### src/hw/t8c_pkg.sv
// constants for the 8-bit timer/counter block
`default_nettype none
package t8c_pkg;
  localparam logic [7:0] ADDR_CTRL_B = 8'h00;
  localparam logic [7:0] ADDR_COUNT = 8'h04;
  localparam logic [7:0] ADDR_CMP_A = 8'h08;
  localparam logic [7:0] ADDR_CMP_B = 8'h0C;
  localparam logic [7:0] ADDR_MASK = 8'h10;
  localparam logic [7:0] ADDR_FLAGS = 8'h14;
  localparam int CTRL_FORCE_A = 7;
  localparam int CTRL_FORCE_B = 6;
  localparam int CTRL_WAVE2 = 3;
  localparam int BIT_MATCH_B = 2;
  localparam int BIT_MATCH_A = 1;
  localparam int BIT_OVF = 0;
  localparam logic [7:0] RESET_BYTE = 8'h00;
  localparam logic [7:0] COUNT_MAX = 8'hFF;
  localparam logic [7:0] COUNT_BOTTOM = 8'h00;
  localparam int DIV_8 = 8;
  localparam int DIV_64 = 64;
  localparam int DIV_256 = 256;
  localparam int DIV_1024 = 1024;
  localparam int PRESCALE_W = 10;
  typedef enum logic [2:0] {
    CS_STOP = 3'b000, CS_DIV1 = 3'b001, CS_DIV8 = 3'b010, CS_DIV64 = 3'b011,
    CS_DIV256 = 3'b100, CS_DIV1024 = 3'b101, CS_EXT_FALL = 3'b110, CS_EXT_RISE = 3'b111
  } t8c_clksel_e;
  typedef enum logic [1:0] {
    OM_OFF = 2'b00, OM_TOGGLE = 2'b01, OM_CLEAR = 2'b10, OM_SET = 2'b11
  } t8c_outmode_e;
endpackage : t8c_pkg
`default_nettype wire

### src/hw/t8c_tick_if.sv
// clock select request and timer tick between the timer and its clock source
`default_nettype none
interface t8c_tick_if;
  import t8c_pkg::*;
  t8c_clksel_e clockSel;
  logic tick;
  modport src (input clockSel, output tick);
  modport sink (output clockSel, input tick);
endinterface : t8c_tick_if
`default_nettype wire

### src/hw/t8c_clock_sel.sv
// prescaler and external count pin edge detection producing the timer tick
`default_nettype none
module t8c_clock_sel
  import t8c_pkg::*;
(
  input wire logic clock,
  input wire logic rst,
  input wire logic extCountPin,
  t8c_tick_if.src tk
);
  logic [PRESCALE_W-1:0] prescale_q;
  logic extMeta_q, extSync_q, extLast_q;

  // free-running prescaler, shared by all divided rates
  always_ff @(posedge clock or posedge rst) begin
    if (rst) begin
      prescale_q <= '0;
    end else begin
      prescale_q <= prescale_q + 1'b1;
    end
  end

  // pin is read even when driven as an output, so software can clock it
  always_ff @(posedge clock or posedge rst) begin
    if (rst) begin
      extMeta_q <= 1'b0;
      extSync_q <= 1'b0;
      extLast_q <= 1'b0;
    end else begin
      extMeta_q <= extCountPin;
      extSync_q <= extMeta_q;
      extLast_q <= extSync_q;
    end
  end

  function automatic logic divDone(input logic [PRESCALE_W-1:0] cnt, input int div);
    divDone = (cnt & PRESCALE_W'(div - 1)) == PRESCALE_W'(div - 1);
  endfunction : divDone

  always_comb begin
    unique case (tk.clockSel)
      CS_STOP: tk.tick = 1'b0;
      CS_DIV1: tk.tick = 1'b1;
      CS_DIV8: tk.tick = divDone(prescale_q, DIV_8);
      CS_DIV64: tk.tick = divDone(prescale_q, DIV_64);
      CS_DIV256: tk.tick = divDone(prescale_q, DIV_256);
      CS_DIV1024: tk.tick = divDone(prescale_q, DIV_1024);
      CS_EXT_FALL: tk.tick = extLast_q & ~extSync_q;
      CS_EXT_RISE: tk.tick = ~extLast_q & extSync_q;
    endcase
  end
endmodule : t8c_clock_sel
`default_nettype wire

### src/hw/t8c_timer.sv
// 8-bit timer/counter: control b, count, compares, mask, flags over AHB-Lite
// What this block does
// - force-match A strobe applies out mode A, only in non-PWM modes
// - force-match B strobe applies out mode B, only in non-PWM modes
// - forced matches set no flag and never clear the counter
// - force-match bits are strobes and always read zero
// - reserved bits of control b, mask and flags read zero
// - clock select: stop, io clock, io clock divided by 8/64/256/1024
// - codes 110 and 111 count falling or rising pin edges
// - count pin edges count even when pin drives as output
// - count register is directly readable and writable
// - writing the count blocks the compare match on the next tick
// - both compare values are compared with the count continuously
// - mask bits 2,1,0 gate flags with the global enable into requests
// - match B flag sets on match, clears on vector or write one
// - match A flag sets on match, clears on vector or write one
// - overflow flag sets at mode point, clears on vector or write one
// - non-PWM out modes: off, toggle, clear, set on match
// - wave mode picks normal, CTC, fast or phase PWM and top
//
// Implementation choices: the address map and the AHB-Lite slave port.
`default_nettype none
module t8c_timer
  import t8c_pkg::*;
(
  input wire logic clock,
  input wire logic rst,
  input wire logic hsel,
  input wire logic [7:0] haddr,
  input wire logic [1:0] htrans,
  input wire logic hwrite,
  input wire logic [2:0] hsize,
  input wire logic [31:0] hwdata,
  input wire logic hready,
  output logic hreadyout,
  output logic hresp,
  output logic [31:0] hrdata,
  input wire logic [1:0] waveModeLow,
  input wire logic [1:0] outModeA,
  input wire logic [1:0] outModeB,
  input wire logic globalIrqEn,
  input wire logic vectorAckA,
  input wire logic vectorAckB,
  input wire logic vectorAckOvf,
  input wire logic extCountPin,
  output logic waveOutA,
  output logic waveOutB,
  output logic waveEnA,
  output logic waveEnB,
  output logic irqMatchA,
  output logic irqMatchB,
  output logic irqOverflow
);
  ////////////////////////////////////////////////////////////////////////////
  logic [7:0] dataAddr_q;
  logic dataWrite_q, dataActive_q;
  logic waveMode2_q;
  t8c_clksel_e clockSel_q;
  logic [7:0] count_q, cmpA_q, cmpB_q;
  logic [2:0] mask_q, flags_q;
  logic countDown_q, blockMatch_q;
  logic waveA_q, waveB_q;
  logic [2:0] mode;
  logic isPwm, isPhase, isFast, topIsA;
  logic [7:0] top;
  logic tick, wrCtrl, wrCount, wrCmpA, wrCmpB, wrMask, wrFlags;
  logic forceA, forceB, eqA, eqB, matchA, matchB, atBottom, ovfEvent;
  logic [7:0] wdata;

  t8c_tick_if tk ();

  t8c_clock_sel clockSource (
    .clock(clock),
    .rst(rst),
    .extCountPin(extCountPin),
    .tk(tk.src)
  );

  assign tk.clockSel = clockSel_q;
  assign tick = tk.tick;

  ////////////////////////////////////////////////////////////////////////////
  // AHB-Lite slave: zero wait states, always OKAY
  always_ff @(posedge clock or posedge rst) begin
    if (rst) begin
      dataActive_q <= 1'b0;
      dataWrite_q <= 1'b0;
      dataAddr_q <= 8'h00;
    end else if (hready) begin
      dataActive_q <= hsel & htrans[1];
      dataWrite_q <= hwrite;
      dataAddr_q <= haddr;
    end
  end

  assign hreadyout = 1'b1;
  assign hresp = 1'b0;
  assign wdata = hwdata[7:0];

  function automatic logic hit(input logic [7:0] a, input logic [7:0] reg_addr);
    hit = (a == reg_addr);
  endfunction : hit

  assign wrCtrl = dataActive_q & dataWrite_q & hit(dataAddr_q, ADDR_CTRL_B);
  assign wrCount = dataActive_q & dataWrite_q & hit(dataAddr_q, ADDR_COUNT);
  assign wrCmpA = dataActive_q & dataWrite_q & hit(dataAddr_q, ADDR_CMP_A);
  assign wrCmpB = dataActive_q & dataWrite_q & hit(dataAddr_q, ADDR_CMP_B);
  assign wrMask = dataActive_q & dataWrite_q & hit(dataAddr_q, ADDR_MASK);
  assign wrFlags = dataActive_q & dataWrite_q & hit(dataAddr_q, ADDR_FLAGS);

  // read mux over register flops; unmapped addresses read zero
  always_comb begin
    hrdata = 32'h00000000;
    if (dataActive_q && !dataWrite_q) begin
      unique case (dataAddr_q)
        ADDR_CTRL_B: hrdata[7:0] = {4'h0, waveMode2_q, clockSel_q};
        ADDR_COUNT: hrdata[7:0] = count_q;
        ADDR_CMP_A: hrdata[7:0] = cmpA_q;
        ADDR_CMP_B: hrdata[7:0] = cmpB_q;
        ADDR_MASK: hrdata[7:0] = {5'h00, mask_q};
        ADDR_FLAGS: hrdata[7:0] = {5'h00, flags_q};
        default: hrdata = 32'h00000000;
      endcase
    end
  end

  ////////////////////////////////////////////////////////////////////////////
  // configuration registers
  always_ff @(posedge clock or posedge rst) begin
    if (rst) begin
      waveMode2_q <= 1'b0;
      clockSel_q <= CS_STOP;
    end else if (wrCtrl) begin
      waveMode2_q <= wdata[CTRL_WAVE2];
      clockSel_q <= t8c_clksel_e'(wdata[2:0]);
    end
  end

  always_ff @(posedge clock or posedge rst) begin
    if (rst) begin
      cmpA_q <= RESET_BYTE;
      cmpB_q <= RESET_BYTE;
    end else begin
      if (wrCmpA) begin
        cmpA_q <= wdata;
      end
      if (wrCmpB) begin
        cmpB_q <= wdata;
      end
    end
  end

  always_ff @(posedge clock or posedge rst) begin
    if (rst) begin
      mask_q <= 3'b000;
    end else if (wrMask) begin
      mask_q <= wdata[2:0];
    end
  end

  ////////////////////////////////////////////////////////////////////////////
  // mode decode: 1,5 phase correct; 3,7 fast; 2,5,7 take top from compare A
  assign mode = {waveMode2_q, waveModeLow};
  assign isPhase = (waveModeLow == 2'b01);
  assign isFast = (waveModeLow == 2'b11);
  assign isPwm = isPhase | isFast;
  assign topIsA = (mode == 3'd2) | (mode == 3'd5) | (mode == 3'd7);
  assign top = topIsA ? cmpA_q : COUNT_MAX;

  // strobes are never stored, so they read back as zero
  assign forceA = wrCtrl & wdata[CTRL_FORCE_A] & ~isPwm;
  assign forceB = wrCtrl & wdata[CTRL_FORCE_B] & ~isPwm;

  assign eqA = (count_q == cmpA_q);
  assign eqB = (count_q == cmpB_q);
  // a count write removes the match on the following tick
  assign matchA = tick & eqA & ~blockMatch_q;
  assign matchB = tick & eqB & ~blockMatch_q;
  assign atBottom = (count_q == COUNT_BOTTOM);

  always_comb begin
    if (isPhase) begin
      ovfEvent = tick & atBottom & countDown_q;
    end else if (mode == 3'd7) begin
      ovfEvent = tick & (count_q == top);
    end else begin
      ovfEvent = tick & (count_q == COUNT_MAX);
    end
  end

  ////////////////////////////////////////////////////////////////////////////
  // counter; a software write takes priority over a tick
  always_ff @(posedge clock or posedge rst) begin
    if (rst) begin
      count_q <= RESET_BYTE;
      countDown_q <= 1'b0;
    end else if (wrCount) begin
      count_q <= wdata;
    end else if (tick) begin
      if (isPhase) begin
        if (!countDown_q && count_q == top) begin
          countDown_q <= 1'b1;
          count_q <= count_q - 1'b1;
        end else if (countDown_q && atBottom) begin
          countDown_q <= 1'b0;
          count_q <= count_q + 1'b1;
        end else begin
          count_q <= countDown_q ? count_q - 1'b1 : count_q + 1'b1;
        end
      end else begin
        // only the counter's own top clears it, never a forced match
        count_q <= (count_q == top) ? COUNT_BOTTOM : count_q + 1'b1;
        countDown_q <= 1'b0;
      end
    end
  end

  always_ff @(posedge clock or posedge rst) begin
    if (rst) begin
      blockMatch_q <= 1'b0;
    end else if (wrCount) begin
      blockMatch_q <= 1'b1;
    end else if (tick) begin
      blockMatch_q <= 1'b0;
    end
  end

  ////////////////////////////////////////////////////////////////////////////
  // flags: set beats clear so no event is lost
  function automatic logic nextFlag(input logic cur, input logic setEv, input logic clrEv);
    nextFlag = setEv | (cur & ~clrEv);
  endfunction : nextFlag

  always_ff @(posedge clock or posedge rst) begin
    if (rst) begin
      flags_q <= 3'b000;
    end else begin
      flags_q[BIT_MATCH_B] <= nextFlag(flags_q[BIT_MATCH_B], matchB,
        vectorAckB | (wrFlags & wdata[BIT_MATCH_B]));
      flags_q[BIT_MATCH_A] <= nextFlag(flags_q[BIT_MATCH_A], matchA,
        vectorAckA | (wrFlags & wdata[BIT_MATCH_A]));
      flags_q[BIT_OVF] <= nextFlag(flags_q[BIT_OVF], ovfEvent,
        vectorAckOvf | (wrFlags & wdata[BIT_OVF]));
    end
  end

  assign irqMatchB = globalIrqEn & mask_q[BIT_MATCH_B] & flags_q[BIT_MATCH_B];
  assign irqMatchA = globalIrqEn & mask_q[BIT_MATCH_A] & flags_q[BIT_MATCH_A];
  assign irqOverflow = globalIrqEn & mask_q[BIT_OVF] & flags_q[BIT_OVF];

  ////////////////////////////////////////////////////////////////////////////
  // waveform outputs
  function automatic logic nonPwmOut(input logic cur, input logic [1:0] om);
    unique case (t8c_outmode_e'(om))
      OM_OFF: nonPwmOut = cur;
      OM_TOGGLE: nonPwmOut = ~cur;
      OM_CLEAR: nonPwmOut = 1'b0;
      OM_SET: nonPwmOut = 1'b1;
    endcase
  endfunction : nonPwmOut

  // pwm: toggle allowed only on channel A with wave mode bit 2 set
  function automatic logic pwmOut(input logic cur, input logic [1:0] om, input logic canToggle,
                                  input logic matchEv, input logic bottomEv, input logic down);
    pwmOut = cur;
    if (om == OM_TOGGLE) begin
      if (canToggle && matchEv) begin
        pwmOut = ~cur;
      end
    end else if (om[1]) begin
      if (matchEv) begin
        pwmOut = om[0] ^ down;
      end else if (bottomEv) begin
        pwmOut = ~om[0];
      end
    end
  endfunction : pwmOut

  logic bottomTick;
  assign bottomTick = tick & isFast & (count_q == top);

  always_ff @(posedge clock or posedge rst) begin
    if (rst) begin
      waveA_q <= 1'b0;
      waveB_q <= 1'b0;
    end else if (!isPwm) begin
      if (matchA || forceA) begin
        waveA_q <= nonPwmOut(waveA_q, outModeA);
      end
      if (matchB || forceB) begin
        waveB_q <= nonPwmOut(waveB_q, outModeB);
      end
    end else begin
      waveA_q <= pwmOut(waveA_q, outModeA, waveMode2_q, matchA, bottomTick, isPhase & countDown_q);
      waveB_q <= pwmOut(waveB_q, outModeB, 1'b0, matchB, bottomTick, isPhase & countDown_q);
    end
  end

  assign waveOutA = waveA_q;
  assign waveOutB = waveB_q;
  assign waveEnA = (outModeA != OM_OFF);
  assign waveEnB = (outModeB != OM_OFF);
endmodule : t8c_timer
`default_nettype wire

### config.mk
export PLATFORM = sky130hd
export DESIGN_NAME = t8c_timer
export DESIGN_NICKNAME = d
export VERILOG_FILES = /design/src/hw/t8c_pkg.sv /design/src/hw/t8c_tick_if.sv /design/src/hw/t8c_clock_sel.sv /design/src/hw/t8c_timer.sv
export SDC_FILE = /design/constraint.sdc
export NUM_CORES = 1
export LEC_CHECK = 0
export ABC_AREA = 1
export BUFFER_PORTS_ARGS = -buffer_cell sky130_fd_sc_hd__buf_4
export CAP_MARGIN = 20
export CORE_ASPECT_RATIO = 0.9
export CORE_UTILIZATION = 26
export DETAILED_ROUTE_END_ITERATION = 8
export GPL_TIMING_DRIVEN = 0
export RECOVER_POWER = 25
export SLEW_MARGIN = 20
export SYNTH_ARGS = -nofsm -noshare
export SYNTH_HDL_FRONTEND = slang
export SYNTH_SLANG_ARGS = --single-unit
### constraint.sdc
create_clock -name clock -period 3.63 [get_ports clock]
set_clock_uncertainty 0.2 [all_clocks]
set_input_delay 0.5445 -clock clock [delete_from_list [all_inputs] [get_ports clock]]
set_output_delay 0.5445 -clock clock [all_outputs]
set_load 0.01 [all_outputs]
==> results.env <==
CTS_HOLD_BUFFERS=1
CELLLEAKAGEPOWER_nW=2.85
ACHIEVABLE-FREQUENCY_MHz=350
MAX_SLEW.WORST_PIN.SLEW_PS=764
GRT_FIRST_PASS_WIRELENGTH_MM=18.9
SYNTH_CELL_TYPE_COUNT=41
R2R-START='count_q[0]$_DFFE_PP0P_'
GRT_OVERFLOW_TOTAL=0
SYNTH_SEQUENTIAL_AREA_RATIO_PCT=35.7
CTSRESIZECOUNT=0
NETLIST_INSTANCES=602
SYNTH_TOP_AREA_CELL='sky130_fd_sc_hd__dfrtp_1'
ANTENNA_VIOLATIONS_BEFORE_REPAIR=0
IO_PINS=102
GRT_USAGE_PCT=14.9
SWSHARE_PCT=36.0
COMBINATIONALPOWERSHARE_PCT=32.8
CLKTRANSATPATHREGS_PS=50
FINISH.NET_COUNT=749
CTS_INSERTED_BUFFERS=9
SETUP_VIOLATIONS=0
SYNTH_FA_HA_AREA_SHARE_PCT=1.17
CTS_TREE='done'
ROUTE.DETAILED.VIAS_PER_INST=4.42
DIE-AREA_UM2=16900
REG2REGPATHDEPTH=11
FINAL_LAYOUT_SIZE_SUFFIX_GT1_SHARE_PCT=21.6
INITIAL_UTILIZATION_PCT=26.6
SWITCHING_POWER_W=0.000957
GRT_SETUP_UNREPAIRED='false'
PERIOD_SHARE_PCT=78.8
CORE_AREA_UM2=16100
RESULT_OF_THE_RUN='completed'
SLEW_HEADROOM_PCT=48.8
TIMING_WORST_SETUP_PATH_TYPE='reg -> out'
PWR_TOTAL_W=0.00266
COMBINATIONAL_FAMILY_WITH_THE_MOST_AREA_AFTER_SYNTHESIS='simple AND/OR/NAND/NOR gates'
CRITPATHLAUNCHTYPE='flip-flop'
CTS_POST_SETUP_BUFFERS_INSERTED=0
FIRST_GLOBAL_VIAS=3600
HOLD_PATH_CLASS='in -> reg'
NUM_VIAS=3960
FILLCELLCOUNT=1758
CRITICAL_PATH_CAPTURE_POINT_TYPE='output pin'
DETAILEDPLACEMENTHPWL_MM=9.07
REPORT.FINAL.HOLD_VIOL_COUNT=0
CAPTURE_POINT_OF_THE_WORST_REG_TO_REG_PATH='count_q[6]$_DFFE_PP0P_'
ROOT_BUFFER='sky130_fd_sc_hd__clkbuf_16'
LARGEST_NET_DEGREE_AT_THE_START_OF_GLOBAL_ROUTING=48
PLACE.PORT_BUFFERS=45
TIME_THE_WORST_PATH_NEEDS_WITH_I_O_DELAYS_AND_SETUP_PS=2860
SYN_AREA_UM2=4270
AVGSYNTHCELLAREA_UM2=7.09
POST-ROUTE-DRC-COUNT=0
DRT_ITER0_MARKERS=326
TIMING.CRITICAL_PATH.FANOUT_MAX=6
MAXCAPVIOLATIONS=0
INSERTEDDIODECOUNT=0
PEAK_SUPPLY_DROP_V=0.000195
HOLD_PATH_DEPTH=1
INTERNAL_POWER_W=0.00170
DRT-PASS1-ITER-COUNT=5
DRT.ANTENNA.VIOLATING_NETS=0
SYNTH-WARNING-COUNT=0
MOSTFREQUENTLAYOUTCELL='sky130_fd_sc_hd__nand2_1'
POST_DRT_WL_PER_CELL_UM=13.1
SHARE_CLK_OF_TOTAL_POWER_PCT=35.5
FINAL.HOLD.WORST_SLACK_PS=138
PLACEDCELLCOUNT=879
SYNTH-COMPOUND-AREA-SHARE_PCT=11.5
POWER_PER_CELL_AREA_nW_PER_UM2=500
HOLD_PATH_STARTPOINT='extCountPin'
MULTIPLEXER_SHARE_OF_THE_SYNTHESIZED_AREA_PCT=0.264
TOP_POST_SYNTHESIS_CELLS_BY_AREA='sky130_fd_sc_hd__dfrtp_1 36%, sky130_fd_sc_hd__nand2_1 16%, sky130_fd_sc_hd__inv_1 6.7%'
FINISH.CELL_COUNT_WITHOUT_FILLERS=896
MOST_FREQUENT_CELLS_IN_THE_LAYOUT='179 x sky130_fd_sc_hd__nand2_1, 75 x sky130_fd_sc_hd__inv_1, 74 x sky130_fd_sc_hd__buf_4'
CP_DATA_REQUIRED_TIME_PS=2890
SETUP_TOTAL_NEGATIVE_SLACK_PS=0
DIEWIDTH_UM=137
CTS_BUFFER_DEPTH=2
POST_SYNTH_AND_OR_NAND_NOR_AREA_FRACTION_PCT=32.5
SYNTH_TOP_AREA_SHARE_PCT=35.7
INSERTION_DELAY_PS=340
DIE_H_UM=124
MAXSLEWVIOLCOUNT=0
SYNTH.FF_LATCH_COUNT=61
DRT-TOTAL-WL_MM=11.7
CLOCK_SINKS=61
LAYOUT-AREA-OVERHEAD-VS-SYNTH_PCT=24.4
SYNTH_XOR_AREA_SHARE_PCT=4.10
GP_WEIGHTED_CONGESTION=0.907
HTREE_DEPTH=3
WORST_EP_ARRIVAL_TIME_PS=2120
FF2FF_SETUP_SLACK_PS=1440
HOLD-PATH-ENDPOINT='clockSource.extMeta_q$_DFF_PP0_'
FLOORPLAN.ROWS=44
POWER_FRAC_SEQ_PCT=31.6
worst max path at each step:
stage	from	end	slack (ps)	depth (start not counted)
floorplan	rst	blockMatch_q$_DFFE_PP0P_	1370	1
global placement	rst	count_q[7]$_DFFE_PP0P_	470	2
detailed placement	dataAddr_q[6]$_DFFE_PP0P_	hrdata[3]	1160	8
CTS	dataAddr_q[6]$_DFFE_PP0P_	hrdata[3]	790	8
global route	dataAddr_q[0]$_DFFE_PP0P_	hrdata[2]	590	8
finish	dataAddr_q[6]$_DFFE_PP0P_	hrdata[0]	770	10
cell usage after synthesis:
cell	n
sky130_fd_sc_hd__clkinv_1	2
sky130_fd_sc_hd__nand2_2	11
sky130_fd_sc_hd__a41oi_1	1
sky130_fd_sc_hd__nand3_1	32
sky130_fd_sc_hd__o2111ai_1	1
sky130_fd_sc_hd__nand2_4	4
sky130_fd_sc_hd__buf_2	2
sky130_fd_sc_hd__nand2_1	179
sky130_fd_sc_hd__nor2_1	38
sky130_fd_sc_hd__nand4_1	8
sky130_fd_sc_hd__o211ai_1	4
sky130_fd_sc_hd__dfrtp_1	61
sky130_fd_sc_hd__xor2_1	15
sky130_fd_sc_hd__buf_6	1
sky130_fd_sc_hd__o41ai_1	1
sky130_fd_sc_hd__nor2_8	1
sky130_fd_sc_hd__nor2_2	9
sky130_fd_sc_hd__clkbuf_1	2
sky130_fd_sc_hd__o22ai_1	6
sky130_fd_sc_hd__a31oi_2	1
sky130_fd_sc_hd__nor3_1	2
sky130_fd_sc_hd__o21ai_0	42
sky130_fd_sc_hd__clkbuf_8	1
sky130_fd_sc_hd__nand3_2	5
sky130_fd_sc_hd__nor2_4	7
sky130_fd_sc_hd__buf_4	31
sky130_fd_sc_hd__a21oi_2	1
sky130_fd_sc_hd__conb_1	2
sky130_fd_sc_hd__inv_2	11
sky130_fd_sc_hd__ha_1	4
sky130_fd_sc_hd__nor4_2	1
sky130_fd_sc_hd__mux2_2	1
sky130_fd_sc_hd__nor4_4	1
sky130_fd_sc_hd__xnor2_1	5
sky130_fd_sc_hd__a31oi_1	1
sky130_fd_sc_hd__clkinv_2	1
sky130_fd_sc_hd__o21ai_1	15
sky130_fd_sc_hd__a21oi_1	13
sky130_fd_sc_hd__inv_6	1
sky130_fd_sc_hd__inv_1	76
sky130_fd_sc_hd__o221ai_1	2
final cells by class:
cell class	count	area, µm²	area share (%)
plain buffers	37	275	5.18
well taps	207	259	4.88
inverters	91	349	6.57
clock buffers	13	250	4.71
repair buffers	47	375	7.07
flip-flops and latches	61	1530	28.7
clock inverters	3	68.8	1.30
multi-input cells	437	2210	41.6
per-stage QoR:
step / instance area [µm²] / worst slack (ps) / utilization [%]
after CTS: 5320 / 785 / 33.1
after global placement: 4960 / 474 / 30.8
final: 5310 / 770 / 33.0
after detailed placement: 4990 / 1160 / 31.0
after floorplan: 4360 / 1370 / -
after global routing: 5310 / 589 / 33.0
per-layer routing:
layer / global-route usage, % / share of wire (%)
met5: 0 / 0
met3: 2.81 / 7.1
met2: 21.9 / 43
met4: 6.39 / 1.9
met1: 21.2 / 48
worst max-delay path: stages (launching register included):
cell and delay, ps:
sky130_fd_sc_hd__dfrtp_1 350, sky130_fd_sc_hd__inv_1 80, sky130_fd_sc_hd__nand3_2 130, sky130_fd_sc_hd__nor2_2 170, sky130_fd_sc_hd__nand4_1 330, sky130_fd_sc_hd__inv_2 200, sky130_fd_sc_hd__nand2_1 90, sky130_fd_sc_hd__o2111ai_1 80
sky130_fd_sc_hd__nor2_1 60, sky130_fd_sc_hd__nor2_1 130, sky130_fd_sc_hd__buf_4 150
registers in the layout, indices dropped and copies added (netlist names):
name                    count
clockSel_q                  3
dataWrite_q                 1
clockSource.extSync_q       1
clockSource.prescale_q     10
waveMode2_q                 1
waveOutB                    1
blockMatch_q                1
count_q                     8
dataAddr_q                  8
cmpA_q                      8
dataActive_q                1
cmpB_q                      8
mask_q                      3
waveOutA                    1
flags_q                     3
clockSource.extMeta_q       1
countDown_q                 1
clockSource.extLast_q       1
power groups by stage:
stage | clock (W) | sequential, W | combinational (W)
3_5_place_dp | 0 | 0.000850 | 0.000861
2_1_floorplan | 0 | 0.000829 | 0.000658
6_report | 0.000944 | 0.000841 | 0.000872
5_1_grt | 0.000986 | 0.000850 | 0.000979
4_1_cts | 0.000964 | 0.000839 | 0.000865
3_3_place_gp | 0 | 0.000849 | 0.000851
cell families (layout without fill, tap and decap cells):
kind of cell | Yosys count | after routing
DFF | 61 | 61
adders and majority gates | 4 | 4
muxes | 1 | 1
other | 2 | 26
xor gates and xnor gates | 20 | 20
AOI/OAI and AO/OA | 88 | 88
buffers and inverters | 128 | 191
and+or+nand+nor | 298 | 298
Power figures use the tool's default switching activity.
